[src/logic/aadc_defs.svh]
`ifndef AADC_DEFS_SVH
`define AADC_DEFS_SVH

// Clock rate in kHz, used to turn millisecond figures into cycle counts.
`define AADC_CLK_KHZ 125000
// Default insertion debounce time in ms.
`define AADC_INS_DEB_MS 90
// Removal debounce time in ms.
`define AADC_REM_DEB_MS 50
// Selectable insertion debounce times in ms, picked by a 2-bit code.
`define AADC_DEB_SEL0_MS 90
`define AADC_DEB_SEL1_MS 30
`define AADC_DEB_SEL2_MS 250
`define AADC_DEB_SEL3_MS 500
// Reset value of the debounce select code (selects the 90 ms entry).
`define AADC_DEB_SEL_RESET 2'h0
// Position of the override bit within the first settings byte.
`define AADC_SET1_OVERRIDE_BIT 6
// Reset value of the first settings byte.
`define AADC_SET1_RESET 8'h00
// Switch word layout: bias, signal pin, ground to contact A, ground to contact B.
`define AADC_SW_BIAS_BIT 0
`define AADC_SW_MIC_BIT 1
`define AADC_SW_GND_A_BIT 2
`define AADC_SW_GND_B_BIT 3
// Switch patterns for each arrangement.
`define AADC_SW_NONE 4'h0
`define AADC_SW_3POLE 4'hC
`define AADC_SW_4STD 4'h7
`define AADC_SW_4ALT 4'hB
// Number of keys.
`define AADC_NUM_KEYS 4

`endif

[src/logic/aadc_pkg.sv]
package aadc_pkg;
  // Control state machine states.
  typedef enum logic [2:0] {
    AADC_SLEEP,
    AADC_INS_DEB,
    AADC_DETECT,
    AADC_ACTIVE,
    AADC_REM_DEB,
    AADC_AWAKE
  } aadc_state_t;
  // Detection outcome.
  typedef enum logic [1:0] {
    AADC_RES_NONE,
    AADC_RES_3POLE,
    AADC_RES_4STD,
    AADC_RES_4ALT
  } aadc_result_t;
endpackage

[src/logic/aadc_ctrl.sv]
`timescale 1ns/100ps
`default_nettype none
`include "aadc_defs.svh"
// Operation
// - Default insertion debounce is 90 ms.
// - Host selects debounce from fixed set.
// - Sleep when empty and override clear.
// - Insertion wakes, detects, then routes switches.
// - Route bias and ground per microphone position.
// - Four keys, press and release events each.
// - Asleep still accepts settings and insertions.
// - Setting override wakes the device.
// - Override cleared while empty returns to sleep.
// - Override lives in settings bit 6.
// - Override keeps automatic detection running.
// - Switch changes wait until detection ends.
// - Switch changes wait while debounce runs.
// - Otherwise override applies switch registers immediately.
// - Clearing override restores latest detection result.
// - No detection run restores no-insertion arrangement.
// - Debounce starts on steady low, restarts on high.
// - Removal opens switches at once unless override, interrupts, 50 ms debounce.
// - Removal aborts debounce, detection and keys.
// - Detection starts from jack or software trigger.
module aadc_ctrl #(
  parameter int INS_DEB0_CYC = `AADC_DEB_SEL0_MS * `AADC_CLK_KHZ,
  parameter int INS_DEB1_CYC = `AADC_DEB_SEL1_MS * `AADC_CLK_KHZ,
  parameter int INS_DEB2_CYC = `AADC_DEB_SEL2_MS * `AADC_CLK_KHZ,
  parameter int INS_DEB3_CYC = `AADC_DEB_SEL3_MS * `AADC_CLK_KHZ,
  parameter int REM_DEB_CYC = `AADC_REM_DEB_MS * `AADC_CLK_KHZ
) (
  input wire logic clk_sys,
  input wire logic rstn,
  input wire logic clk_en,
  input wire logic jack_sense_n,
  input wire logic mic_on_sleeve,
  input wire logic mic_on_ring2,
  input wire logic [3:0] key_level,
  input wire logic [7:0] settings1,
  input wire logic [1:0] deb_sel,
  input wire logic auto_det_en,
  input wire logic sw_trigger,
  input wire logic key_det_en,
  input wire logic [3:0] switch_regs,
  input wire logic event_clear,
  output logic [3:0] switch_out,
  output logic mic_bias_line,
  output logic mic_signal_pin,
  output logic audio_ground_pin,
  output logic microphone_found_output,
  output logic int_out,
  output logic ins_rem_event,
  output logic [7:0] key_events,
  output logic res_3pole,
  output logic res_4std,
  output logic res_4alt,
  output logic sleeping,
  output logic trigger_busy,
  output aadc_pkg::aadc_state_t state_out
);
  import aadc_pkg::*;

  // Synchronised versions of every pin-level input.
  logic [6:0] pins_s;
  // Jack sense is active low: low means an accessory sits in the jack.
  logic sense_low;
  logic sleeve_s;
  logic ring2_s;
  logic [3:0] keys_s;
  // Current control state and its next value.
  aadc_state_t state;
  aadc_state_t next_state;
  // Shared countdown for both debounce intervals.
  logic [31:0] deb_cnt;
  // Latest detection outcome, and whether any detection ran since insertion.
  aadc_result_t result;
  logic det_done;
  // Pending software trigger, cleared once the detection runs.
  logic trig_pend;
  // Override bit pulled from the settings byte.
  logic override;
  // Applied switch word and the automatic one.
  logic [3:0] auto_sw;
  // Previous key levels for edge detection.
  logic [3:0] keys_q;
  // Detection takes one cycle here: it samples the settled comparators.
  logic det_go;
  // Selected insertion debounce length in cycles.
  logic [31:0] ins_deb_len;

  aadc_sync #(
    .WIDTH(7)
  ) u_sync (
    .clk_sys(clk_sys),
    .rstn(rstn),
    .async_in({jack_sense_n, mic_on_sleeve, mic_on_ring2, key_level}),
    .sync_out(pins_s)
  );

  assign sense_low = ~pins_s[6];
  assign sleeve_s = pins_s[5];
  assign ring2_s = pins_s[4];
  assign keys_s = pins_s[3:0];
  assign override = settings1[`AADC_SET1_OVERRIDE_BIT];

  // Debounce length from the host select code; code 0 is the 90 ms default.
  always_comb begin
    case (deb_sel)
      2'h0: ins_deb_len = 32'(INS_DEB0_CYC);
      2'h1: ins_deb_len = 32'(INS_DEB1_CYC);
      2'h2: ins_deb_len = 32'(INS_DEB2_CYC);
      2'h3: ins_deb_len = 32'(INS_DEB3_CYC);
      default: ins_deb_len = 32'(INS_DEB0_CYC);
    endcase
  end

  // Detection fires at the end of debounce when enabled, or on a trigger.
  assign det_go = auto_det_en | trig_pend;

  // Next-state logic. Removal outranks everything else.
  always_comb begin
    next_state = state;
    case (state)
      // Asleep, still watching the jack and the override.
      AADC_SLEEP: begin
        if (sense_low) begin
          next_state = AADC_INS_DEB;
        end else if (override) begin
          next_state = AADC_AWAKE;
        end
      end
      // Awake only because of override, jack empty.
      AADC_AWAKE: begin
        if (sense_low) begin
          next_state = AADC_INS_DEB;
        end else if (!override) begin
          next_state = AADC_SLEEP;
        end
      end
      // Insertion debounce: back to idle if the sense line rises.
      AADC_INS_DEB: begin
        if (!sense_low) begin
          next_state = override ? AADC_AWAKE : AADC_SLEEP;
        end else if (deb_cnt == 32'h0) begin
          next_state = det_go ? AADC_DETECT : AADC_ACTIVE;
        end
      end
      // One-cycle detection step.
      AADC_DETECT: begin
        next_state = sense_low ? AADC_ACTIVE : AADC_REM_DEB;
      end
      // Accessory present; a later software trigger reruns detection.
      AADC_ACTIVE: begin
        if (!sense_low) begin
          next_state = AADC_REM_DEB;
        end else if (trig_pend) begin
          next_state = AADC_DETECT;
        end
      end
      // Removal debounce, then sleep unless override holds the device up.
      AADC_REM_DEB: begin
        if (deb_cnt == 32'h0) begin
          next_state = override ? AADC_AWAKE : AADC_SLEEP;
        end
      end
      default: next_state = AADC_SLEEP;
    endcase
  end

  // State register.
  always_ff @(posedge clk_sys or negedge rstn) begin
    if (!rstn) begin
      state <= AADC_SLEEP;
    end else if (clk_en) begin
      state <= next_state;
    end
  end

  // Debounce counter. It reloads on entry to each debounce state, and a high sense line ends
  // insertion debounce, so that one only runs down over a continuous low stretch.
  always_ff @(posedge clk_sys or negedge rstn) begin
    if (!rstn) begin
      deb_cnt <= 32'h0;
    end else if (clk_en) begin
      if (next_state == AADC_INS_DEB && state != AADC_INS_DEB) begin
        deb_cnt <= ins_deb_len - 32'h1;
      end else if (next_state == AADC_REM_DEB && state != AADC_REM_DEB) begin
        deb_cnt <= 32'(REM_DEB_CYC) - 32'h1;
      end else if (deb_cnt != 32'h0) begin
        deb_cnt <= deb_cnt - 32'h1;
      end
    end
  end

  // Software trigger: latched on request, dropped when detection runs or the
  // accessory goes away. A request in the consuming cycle is kept.
  always_ff @(posedge clk_sys or negedge rstn) begin
    if (!rstn) begin
      trig_pend <= 1'b0;
    end else if (clk_en) begin
      if (sw_trigger) begin
        trig_pend <= 1'b1;
      end else if (state == AADC_DETECT || state == AADC_REM_DEB) begin
        trig_pend <= 1'b0;
      end
    end
  end

  // Detection result from the microphone comparators. Cleared on removal so
  // a later override release falls back to the no-insertion arrangement.
  always_ff @(posedge clk_sys or negedge rstn) begin
    if (!rstn) begin
      result <= AADC_RES_NONE;
      det_done <= 1'b0;
    end else if (clk_en) begin
      if (state == AADC_DETECT && sense_low) begin
        det_done <= 1'b1;
        if (sleeve_s) begin
          result <= AADC_RES_4STD;
        end else if (ring2_s) begin
          result <= AADC_RES_4ALT;
        end else begin
          result <= AADC_RES_3POLE;
        end
      end else if (state == AADC_INS_DEB || next_state == AADC_REM_DEB) begin
        det_done <= 1'b0;
        result <= AADC_RES_NONE;
      end
    end
  end

  // Automatic switch word from the latest detection.
  always_comb begin
    case (result)
      AADC_RES_3POLE: auto_sw = `AADC_SW_3POLE;
      AADC_RES_4STD: auto_sw = `AADC_SW_4STD;
      AADC_RES_4ALT: auto_sw = `AADC_SW_4ALT;
      default: auto_sw = `AADC_SW_NONE;
    endcase
  end

  // Applied switches. During debounce and detection the old value is held, so
  // override and switch writes wait. Removal opens the switches at once unless
  // override owns them.
  always_ff @(posedge clk_sys or negedge rstn) begin
    if (!rstn) begin
      switch_out <= `AADC_SW_NONE;
    end else if (clk_en) begin
      if (next_state == AADC_REM_DEB && state != AADC_REM_DEB && !override) begin
        switch_out <= `AADC_SW_NONE;
      end else if (next_state == AADC_SLEEP) begin
        // Sleep always starts from the no-insertion arrangement, even when override was dropped while a
        // debounce still held the switches at the manual word.
        switch_out <= `AADC_SW_NONE;
      end else if (state == AADC_INS_DEB || state == AADC_DETECT || state == AADC_REM_DEB) begin
        switch_out <= switch_out;
      end else if (override) begin
        switch_out <= switch_regs;
      end else if (det_done) begin
        switch_out <= auto_sw;
      end else begin
        switch_out <= `AADC_SW_NONE;
      end
    end
  end

  // Insertion and removal event flag; a new event wins over a clear.
  always_ff @(posedge clk_sys or negedge rstn) begin
    if (!rstn) begin
      ins_rem_event <= 1'b0;
    end else if (clk_en) begin
      if ((state == AADC_DETECT) || (next_state == AADC_REM_DEB && state != AADC_REM_DEB)) begin
        ins_rem_event <= 1'b1;
      end else if (event_clear) begin
        ins_rem_event <= 1'b0;
      end
    end
  end

  // Key edge capture. The host only enables this after insertion; removal
  // stops it and clears the reference levels.
  always_ff @(posedge clk_sys or negedge rstn) begin
    if (!rstn) begin
      keys_q <= 4'h0;
    end else if (clk_en) begin
      keys_q <= (state == AADC_ACTIVE) ? keys_s : 4'h0;
    end
  end

  // One generate entry per key: press at bit 2k, release at bit 2k+1.
  for (genvar k = 0; k < `AADC_NUM_KEYS; k++) begin : g_key
    always_ff @(posedge clk_sys or negedge rstn) begin
      if (!rstn) begin
        key_events[2*k+1:2*k] <= 2'h0;
      end else if (clk_en) begin
        if (key_det_en && state == AADC_ACTIVE) begin
          if (keys_s[k] && !keys_q[k]) begin
            key_events[2*k] <= 1'b1;
          end else if (event_clear) begin
            key_events[2*k] <= 1'b0;
          end
          if (!keys_s[k] && keys_q[k]) begin
            key_events[2*k+1] <= 1'b1;
          end else if (event_clear) begin
            key_events[2*k+1] <= 1'b0;
          end
        end else if (event_clear) begin
          key_events[2*k+1:2*k] <= 2'h0;
        end
      end
    end
  end

  // Status outputs. Sleep is a state of its own, so it can never coexist
  // with the awake-for-override state.
  assign sleeping = (state == AADC_SLEEP);
  assign trigger_busy = trig_pend;
  assign state_out = state;
  assign res_3pole = (result == AADC_RES_3POLE);
  assign res_4std = (result == AADC_RES_4STD);
  assign res_4alt = (result == AADC_RES_4ALT);
  assign int_out = ins_rem_event | (|key_events);
  assign mic_bias_line = switch_out[`AADC_SW_BIAS_BIT];
  assign mic_signal_pin = switch_out[`AADC_SW_MIC_BIT];
  assign audio_ground_pin = switch_out[`AADC_SW_GND_A_BIT] | switch_out[`AADC_SW_GND_B_BIT];
  assign microphone_found_output = res_4std | res_4alt;
endmodule // aadc_ctrl
`default_nettype wire

[src/logic/aadc_sync.sv]
`timescale 1ns/100ps
`default_nettype none
// Two-stage synchroniser for a bus of asynchronous levels.
module aadc_sync #(
  parameter int WIDTH = 1
) (
  input wire logic clk_sys,
  input wire logic rstn,
  input wire logic [WIDTH-1:0] async_in,
  output logic [WIDTH-1:0] sync_out
);
  // First stage; only the second stage reads it.
  logic [WIDTH-1:0] meta;

  // Both stages always run, so a frozen clock enable cannot hold a stale level.
  always_ff @(posedge clk_sys or negedge rstn) begin
    if (!rstn) begin
      meta <= '0;
      sync_out <= '0;
    end else begin
      meta <= async_in;
      sync_out <= meta;
    end
  end
endmodule // aadc_sync
`default_nettype wire

[config.mk]
export PLATFORM = sky130hd
export DESIGN_NAME = aadc_ctrl
export DESIGN_NICKNAME = d
export VERILOG_FILES = /design/src/logic/aadc_pkg.sv /design/src/logic/aadc_ctrl.sv /design/src/logic/aadc_sync.sv
export VERILOG_INCLUDE_DIRS = /design/src /design/src/logic
export SDC_FILE = /design/constraint.sdc
export NUM_CORES = 1
export LEC_CHECK = 0
export ABC_AREA = 1
export ABC_CLOCK_PERIOD_IN_PS = 6100
export BUFFER_PORTS_ARGS = -buffer_cell sky130_fd_sc_hd__buf_2
export CAP_MARGIN = 20
export CORE_MARGIN = 2
export CORE_UTILIZATION = 58
export CTS_CLUSTER_DIAMETER = 80
export DETAILED_ROUTE_END_ITERATION = 12
export GPL_TIMING_DRIVEN = 0
export PLACE_DENSITY = 0.8
export SLEW_MARGIN = 10
export SYNTH_ARGS = -nofsm -noshare
export SYNTH_HDL_FRONTEND = slang
export SYNTH_SLANG_ARGS = --single-unit
[constraint.sdc]
create_clock -name clk_sys -period 6.1 [get_ports clk_sys]
set_clock_uncertainty 0.1 [all_clocks]
set_input_delay 1.22 -clock clk_sys [delete_from_list [all_inputs] [get_ports clk_sys]]
set_output_delay 1.22 -clock clk_sys [all_outputs]
set_load 0.02 [all_outputs]
## Word-level counts from Yosys, hierarchy flattened

Index checks and enable logic that the tools add are counted.

- Word-level logic and storage cells: 147
- Register bits after elaboration: 70
- Bits of input ports: 28
- Output and inout port bits: 26

- Bitwise logic cells: 5
- Equal/unequal tests: 16
- $add $sub $neg: 2
- Muxes and demuxes: 47
- Reductions and logical operators: 59

Operators by type and width:

| kind | number |
|---|---|
| case mux 32 bit (4 select lines) | 1 |
| two-way mux 32 bit | 3 |
| subtractor 32 x 1 -> 32 bit, second input constant | 2 |
| two-way mux 3 bit | 11 |
| logical NOT 32 bit | 1 |
| nonzero test 32 bit | 1 |
| two-way mux 4 bit | 6 |
| AND reduction 3 bit | 8 |
| nonzero test 2 bit | 12 |
| two-way mux 2 bit | 9 |
| case mux 3 bit (6 select lines) | 1 |
| two-way mux 1 bit | 15 |
| logical AND 1 bit | 13 |
| case mux 4 bit (3 select lines) | 1 |
| AND reduction 2 bit | 5 |
| == test 3 bit, second input constant | 3 |
| logical NOT 1 bit | 9 |
| == test 2 bit, second input constant | 4 |
| OR reduction 8 bit | 1 |
| == test 3 x 1 -> 1 bit, second input constant | 2 |
| == test 3 x 2 -> 1 bit, second input constant | 2 |
| logical NOT 3 bit | 2 |
| != test 3 bit, second input constant | 2 |
| logical OR 1 bit | 5 |
| other kinds (6) | 10 |

## Longest topological paths before layout

Gate-level depths: netlist (run 1).

- Depth after elaboration: 10
- Mapped depth: 17
- Gate-level depth less buffers: 17

## Hierarchy

From an unflattened synthesis (run 1), not the netlist that was laid out.

- Cells, all modules: 543
- Area, all modules: 4149.0 sq um

By module, submodules not included:

| module | cells each | times used | area an instance (sq um) |
|---|---|---|---|
| aadc_ctrl | 529 | 1 | 3798.6 |
| aadc_sync | 14 | 1 | 350.3 |

## Worst setup path before layout (run 1)

Ideal clock, no wire load.

- Kind: input-to-reg
- Start: input settings1[6]
- End: register switch_out[0]
- Data required time: 5.876 ns
- Data arrival time: 2.345 ns
- Stages on the path: 10
- Slack: 3.530 ns
- Setup time: 0.124 ns
- Cells stage by stage: inv_1 > nor2_1 > o21ai_0 > nand3_1 > o21ai_0 > nand3_1 > o21ai_0 > nand2_1 > nand2_1 > o21ai_1

- Word-level cells in the longest chain between the ends: 8

RTL lines:

| item | line | text |
|---|---|---|
| start: declaration | aadc_ctrl.sv:39 | `input wire logic [7:0] settings1,` |
| two-way mux 3 bit (on tied branches) (2 in series) | n/a |  |
| case mux 3 bit (6 select lines) | aadc_ctrl.sv:123 | `case (state)` |
| == test 3 bit | aadc_ctrl.sv:249 | `if (next_state == AADC_REM_DEB && state != AADC_REM_DEB && !override) begin` |
| logical AND 1 bit (2 in series) | aadc_ctrl.sv:249 |  |
| != test 3 bit (no source line) | n/a |  |
| AND reduction 2 bit (no source line) | n/a |  |
| end signal: assignment | aadc_ctrl.sv:247 | `` switch_out <= `AADC_SW_NONE; `` |
| end signal: assignment | aadc_ctrl.sv:250 | `` switch_out <= `AADC_SW_NONE; `` |
| end signal: assignment | aadc_ctrl.sv:254 | `` switch_out <= `AADC_SW_NONE; `` |
| end: declaration | aadc_ctrl.sv:46 | `output logic [3:0] switch_out,` |

Several ways; a longest one is shown, not always the timed one. The select of a mux whose other input is x is not followed.
A chain may end at the register's enable or synchronous reset.

## Worst setup path after layout (run 1)

- Start: register result[0]
- End: output microphone_found_output

- Word-level cells in the longest chain between the ends: 2

RTL lines:

| item | line | text |
|---|---|---|
| start: declaration | aadc_ctrl.sv:76 | `aadc_result_t result;` |
| start signal: assignment | aadc_ctrl.sv:213 | `result <= AADC_RES_NONE;` |
| start signal: assignment | aadc_ctrl.sv:219 | `result <= AADC_RES_4STD;` |
| start signal: assignment | aadc_ctrl.sv:221 | `result <= AADC_RES_4ALT;` |
| == test 2 bit (on tied branches) | aadc_ctrl.sv:320, aadc_ctrl.sv:321 |  |
| bitwise OR 1 bit (*) | aadc_ctrl.sv:326 | `assign microphone_found_output = res_4std \| res_4alt;` |
| end: declaration | aadc_ctrl.sv:50 | `output logic microphone_found_output,` |

Every way passes the cells marked *; elsewhere a longest branch is shown, timed or not.

==> impl_metrics.py, run 1 <==
metrics = {
    "worst_hold_path": {
        "holdPathEnd": "u_sync.sync_out[3]",
        "hold_path_class": "reg2reg",
        "min_path_cells": 0,
        "min_from": "u_sync.meta[3]",
    },
    "worst_setup_path": {
        "required_ns": 4.78,
        "rr_endpoint": "deb_cnt[26]",
        "worst_r2r_path_depth": 14,
        "reg2reg_from": "deb_cnt[0]",
        "r2r_slack_ns": 3.44,
        "critPathArrivalTime_ns": 1.50,
        "path_max_fanout": 4,
        "end_kind": "primary output",
        "startpoint_type": "register",
        "critical_path_class": "reg2out",
    },
    "floorplanning": {
        "rows": 30,
        "die_w_um": 87.9,
        "dieArea_um2": 7720,
        "die_h_um": 87.9,
        "ioPinCount": 54,
        "initial_core_util": 0.601,
        "core_area_um2": 6790,
    },
    "sta": {
        "setup_ws_ns": 3.28,
        "fin_crit_ns": 2.82,
        "finalSetupTns_ns": 0,
        "worst_pin_slew_ns": 0.735,
        "rsz0062_at_grt": "false",
        "max_freq_ghz": 0.355,
        "setup_viol": 0,
        "drv_slew": 0,
        "fin_crit_sh": 0.462,
        "relSlewSlack": 0.508,
        "finalHoldViolCount": 0,
    },
    "routing": {
        "vias": 3667,
        "drcViolationCount": 0,
        "firstDrtPassIters": 5,
        "post_drt_wl_per_cell_um": 12.9,
        "drt_wl_total_mm": 8.98,
        "ant_nets": 0,
        "viasPerCell": 5.27,
        "drt-initial-drc-count": 162,
    },
    "place": {
        "routabilityCongestion": 0.951,
        "portBuffers": 46,
        "pre_cts_slack_ns": 3.12,
        "hpwl_mm": 6.58,
    },
    "final_layout": {
        "drive_gt1_frac": 0.168,
        "area_growth_syn_to_layout_pct": 13.7,
        "num-fill-cells": 571,
        "antenna_cells": 0,
        "nets": 635,
    },
    "synth": {
        "mappedNetlistArea_um2": 4080,
        "avgSynthCellArea_um2": 7.60,
        "synthCells": 537,
        "synth_seq_area_share": 0.429,
        "ys_types": 36,
        "yosys_register_bits": 70,
        "yosysWarnings": 0,
        "syn-num-nets": 577,
    },
    "clock_tree": {
        "post_cts_buffers": 0,
        "cts-hold-fix-buffers": 0,
        "cts_root_buf": "clkbuf_8",
        "cts_resized": 0,
        "cts_buffers": 9,
        "cts_tree": "done",
        "path_clk_slew_ns": 0.08,
        "cts_max_path_buffers": 2,
        "clkLatencyLatePin_ns": 0.36,
        "htreeDepth": 3,
        "clock_sinks": 70,
    },
    "power_and_ir_drop": {
        "power.density_nw_per_um2": 426,
        "power.leakage_uw": 0.00249,
        "irDropWorstVdd_uv": 188,
    },
    "outcome": {
        "status": "finished, final reports clean",
    },
    "job": {
        "maxCapViolCount": 0,
    },
    "grt": {
        "grt_pass1_wl_mm": 15.3,
        "antenna_found_initial": 0,
        "grt_max_degree": 40,
        "grt_use_total": 0.253,
        "gr-total-overflow": 0,
        "first_global_vias": 3447,
    },
}
-- state kept, by name, summed over array words and instances, names as in the netlist, 2 cells and up --
signal and count:
result 2, deb_cnt 32, switch_out 4, key_events 8, u_sync.sync_out 7, u_sync.meta 7, keys_q 4, state_out 3
-- cells in the final DEF, fill, tap and decap left out, types with 2 or more instances in the layout --
master	instances
nand4_1	8
xnor2_1	13
clkbuf_1	5
nor2_2	4
clkbuf_8	9
nand3_1	34
inv_6	2
a21oi_1	4
inv_8	2
o21ai_1	14
clkinvlp_4	3
o31ai_1	2
inv_2	2
buf_6	4
o21ai_0	18
buf_2	51
nand2_2	2
nor2_1	60
ha_1	12
or2_2	11
a22o_1	2
o211ai_1	2
a32o_1	4
nand2_1	187
nand3b_1	2
inv_1	36
xor2_1	13
dfrtp_1	70
nor3_2	2
buf_1	2
nor3_1	3
nor4_1	6
buf_4	3
-- metal layers --
layer  global-route usage  share of wire  up-vias
li1                     -              -     1831
met1                0.333           0.45     1678
met2                0.415           0.47      136
met3               0.0405          0.060       22
met4                0.110          0.025        0
met5                    0              0        -
-- critical path, cell delays in order (launching register included) --
cell,delay (ns)
dfrtp_1,0.40
inv_1,0.08
ha_1,0.20
or2_2,0.31
buf_2,0.16
-- where the power goes --
| group | switching, uW | internal (uW) | total (uW) |
|---|---|---|---|
| clock | 206 | 156 | 362 |
| sequential | 137 | 586 | 723 |
| combinational | 561 | 328 | 889 |
| total | 905 | 1070 | 1980 |
-- logic make-up (layout without fill, tap and decap cells) --
family | Yosys count | after routing | synth area share
simple gates | 324 | 324 | 0.343
flops | 70 | 70 | 0.429
buf+inv | 57 | 120 | 0.0635
compound gates | 48 | 48 | 0.0711
xor+xnor | 26 | 26 | 0.0558
fa+ha+maj | 12 | 12 | 0.0368
-- stage by stage --
stage | instance area [um^2] | utilization | total power, uW | cells | hold WS (ns)
after floorplan | 4080 | - | 1390 | 537 | 0.231
after global placement | 4430 | 0.652 | 1580 | 679 | 0.232
after global routing | 4640 | 0.683 | 2150 | 696 | 0.260
after detailed placement | 4450 | 0.655 | 1610 | 680 | 0.236
final | 4640 | 0.683 | 1980 | 696 | 0.254
after CTS | 4640 | 0.683 | 1970 | 696 | 0.256
-- worst max-delay path by stage --
| stage | slack (ns) | from | cells past startpoint | end |
|---|---|---|---|---|
| finish | 3.28 | result[0] | 4 | microphone_found_output |
| global route | 3.14 | deb_cnt[0] | 16 | deb_cnt[8] |
| detailed placement | 3.12 | settings1[6] | 12 | deb_cnt[8] |
| global placement | 3.15 | settings1[6] | 11 | switch_out[1] |
| CTS | 3.27 | result[0] | 4 | microphone_found_output |
| floorplan | 3.53 | settings1[6] | 10 | switch_out[0] |
-- Yosys cell counts --
cell type / number / area share
a21oi_1: 4 / 0.0049
a21oi_4: 1 / 0.0040
a22o_1: 2 / 0.0043
a32o_1: 4 / 0.0098
buf_1: 2 / 0.0018
buf_2: 6 / 0.0074
buf_4: 2 / 0.0037
buf_6: 4 / 0.011
clkbuf_1: 5 / 0.0046
dfrtp_1: 70 / 0.43
ha_1: 12 / 0.037
inv_1: 36 / 0.033
inv_2: 2 / 0.0018
nand2_1: 187 / 0.17
nand2_2: 2 / 0.0031
nand2_4: 1 / 0.0028
nand3_1: 34 / 0.042
nand3_2: 1 / 0.0025
nand3b_1: 2 / 0.0037
nand4_1: 8 / 0.012
nand4_4: 1 / 0.0052
nor2_1: 60 / 0.055
nor2_2: 4 / 0.0061
nor2_4: 1 / 0.0028
nor3_1: 3 / 0.0037
nor3_2: 2 / 0.0049
nor4_1: 6 / 0.0092
o211ai_1: 2 / 0.0037
o21ai_0: 18 / 0.022
o21ai_1: 14 / 0.017
o22ai_1: 1 / 0.0015
o31ai_1: 2 / 0.0037
or2_1: 1 / 0.0015
or2_2: 11 / 0.017
xnor2_1: 13 / 0.028
xor2_1: 13 / 0.028
-- layout make-up --
class	instances	area [um^2]	share of cell area
Inverter	38	143	0.0307
Buffer	19	116	0.0251
Clock inverter	7	62.6	0.0135
Multi-Input combinational cell	410	2070	0.446
Clock buffer	9	124	0.0267
Timing Repair Buffer	47	253	0.0545
Tap cell	96	120	0.0259
Sequential cell	70	1750	0.378
No activity file was read; power rests on OpenSTA's default activity.
==> inputs of run 2 (changes only) <==
Settings changed: ABC_CLOCK_PERIOD_IN_PS 6100 to 2750.
Clock period 6.1 ns to 2.75 ns, I/O delays scaled along.
==> run 2 against run 1 <==
Design area grew 0.97%. Global-route usage is the same. Sequential cell count is the same. Final cell count grew 0.29%. Via count grew 1.1%. Core utilization grew 0.66 points. Clock power grew 120%. Worst hold slack lost 0.23 ns. First-iteration DRC count grew 19%. Sequential power grew 120%. Combinational power grew 130%. Power grew 120%. Critical path type is now reg2reg. Largest power group unchanged. Highest routed layer unchanged.
==> impl_metrics.py, run 2 (synthesized netlist as in run 1, its figures left out) <==
metrics = {
    "job": {
        "maxCapViolCount": 0,
    },
    "sta": {
        "relSlewSlack": 0.514,
        "worst_pin_slew_ns": 0.727,
        "fin_crit_sh": 0.936,
        "fin_crit_ns": 2.58,
        "max_freq_ghz": 0.388,
        "finalHoldViolCount": 0,
        "setup_viol": 0,
        "drv_slew": 0,
    },
    "place": {
        "hpwl_mm": 6.58,
        "portBuffers": 46,
        "dpl.cell_count": 680,
        "dpl_cell_area_um2": 4450,
        "routabilityCongestion": 0.951,
    },
    "worst_setup_path": {
        "r2r_slack_ns": 0.17,
        "startpoint_type": "register",
        "path_max_fanout": 10,
        "end_kind": "register",
        "required_ns": 2.95,
        "critPathArrivalTime_ns": 2.78,
        "critical_path_class": "reg2reg",
    },
    "floorplanning": {
        "die_w_um": 87.9,
        "die_h_um": 87.9,
        "rows": 30,
        "dieArea_um2": 7720,
        "ioPinCount": 54,
        "initial_core_util": 0.601,
        "core_area_um2": 6790,
    },
    "power_and_ir_drop": {
        "irDropWorstVdd_uv": 418,
        "pwr-share-clk": 0.181,
        "power.density_nw_per_um2": 944,
        "combPwrFrac": 0.455,
        "p_switching_uw": 2020,
        "p_sw_frac": 0.458,
        "power.leakage_uw": 0.00250,
        "p_int_uw": 2400,
        "seq_power_share": 0.364,
    },
    "final_layout": {
        "layout_commonest_cell": "nand2_1",
        "drive_gt1_frac": 0.181,
        "nets": 637,
        "final_area_um2": 4680,
        "num-fill-cells": 566,
        "largest_reg_flops": 32,
        "multiInputGateArea_um2": 2100,
        "area_growth_syn_to_layout_pct": 14.8,
        "antenna_cells": 0,
        "final-seq-area_um2": 1750,
        "largestRegisters": "deb_cnt (32), key_events (8)",
        "top_register": "deb_cnt",
        "final_cell_mix": "186 x nand2_1, 70 x dfrtp_1, 57 x nor2_1",
        "finalNonFillerCells": 698,
    },
    "clock_tree": {
        "cts_max_path_buffers": 2,
        "path_clk_slew_ns": 0.09,
        "htreeDepth": 3,
        "cts_tree": "done",
        "clkLatencyLatePin_ns": 0.36,
        "cts_root_buf": "clkbuf_8",
        "clock_sinks": 70,
        "cts_buffers": 9,
    },
    "grt": {
        "grt_max_degree": 40,
        "grt_use_total": 0.253,
        "gr-total-overflow": 0,
        "grt_pass1_wl_mm": 15.3,
        "first_global_vias": 3447,
        "antenna_found_initial": 0,
    },
    "routing": {
        "post_drt_wl_per_cell_um": 12.9,
        "drt-initial-drc-count": 193,
        "drcViolationCount": 0,
        "vias": 3707,
        "firstDrtPassIters": 5,
        "viasPerCell": 5.31,
        "drt_wl_total_mm": 8.99,
        "ant_nets": 0,
    },
    "outcome": {
        "status": "finished, final reports clean",
    },
    "worst_hold_path": {
        "hold_path_class": "in2async",
    },
}
## run 2: critical path, stage by stage (launching register included)
cell and delay, ns:
dfrtp_1 0.42, inv_1 0.16, nor2_1 0.08, inv_1 0.11
nand3_1 0.12, nor2_1 0.58, inv_2 0.20, buf_1 0.31
or2_1 0.28, nand2_1 0.07, nand2_1 0.05, nand2_1 0.06
## run 2: final cells by class
class                      instances  area share
sequential                        70       0.374
buffer                            19      0.0254
multi-input combinational        410       0.448
clock inverter                     7      0.0134
timing repair buffer              49      0.0572
inverter                          38      0.0304
clock buffer                       9      0.0264
tap                               96      0.0256
## run 2: stage by stage
step | util | hold WS (ns) | setup TNS (ns) | worst slack (ns) | total power (uW)
2_1_floorplan | - | 0.154 | 0 | 0.501 | 3080
3_5_place_dp | 0.655 | 0.236 | 0 | 0.125 | 3570
3_3_place_gp | 0.652 | 0.232 | 0 | 0.147 | 3510
6_report | 0.690 | 0.0280 | 0 | 0.175 | 4420
5_1_grt | 0.690 | 0.0509 | -0.000172 | -0.000172 | 4820
4_1_cts | 0.683 | 0.0345 | 0 | 0.0737 | 4380
## run 2: power groups by stage
stage	Sequential, uW	Combinational, uW	Clock, uW
3_5_place_dp	1620	1950	0
6_report	1610	2010	801
2_1_floorplan	1630	1440	0
5_1_grt	1660	2300	862
3_3_place_gp	1600	1910	0
4_1_cts	1600	1970	814
## run 2: worst paths after layout
path,startpoint,endpoint,cells after the start
hold / removal,rstn,switch_out[3],1
hold reg to reg,u_sync.meta[3],u_sync.sync_out[3],0
min in group clk_sys,key_level[2],u_sync.meta[2],1
max in group asynchronous,rstn,deb_cnt[26],2
setup reg to reg,state_out[0],deb_cnt[6],11
setup / recovery,state_out[0],deb_cnt[6],11
## run 2: what timing repair did
action                     4_1_cts  5_1_grt
resized for setup                0       10
setup buffers                    0        2
setup endpoints to repair        0       40
hold endpoints to repair         0        0
hold buffers                     0        0
## run 2: routing by layer
metal	part of all wire	wire (um)	global-route usage
met1	0.43	3900	0.333
met2	0.47	4230	0.415
met3	0.070	629	0.0405
met4	0.024	219	0.110
met5	0	0	0
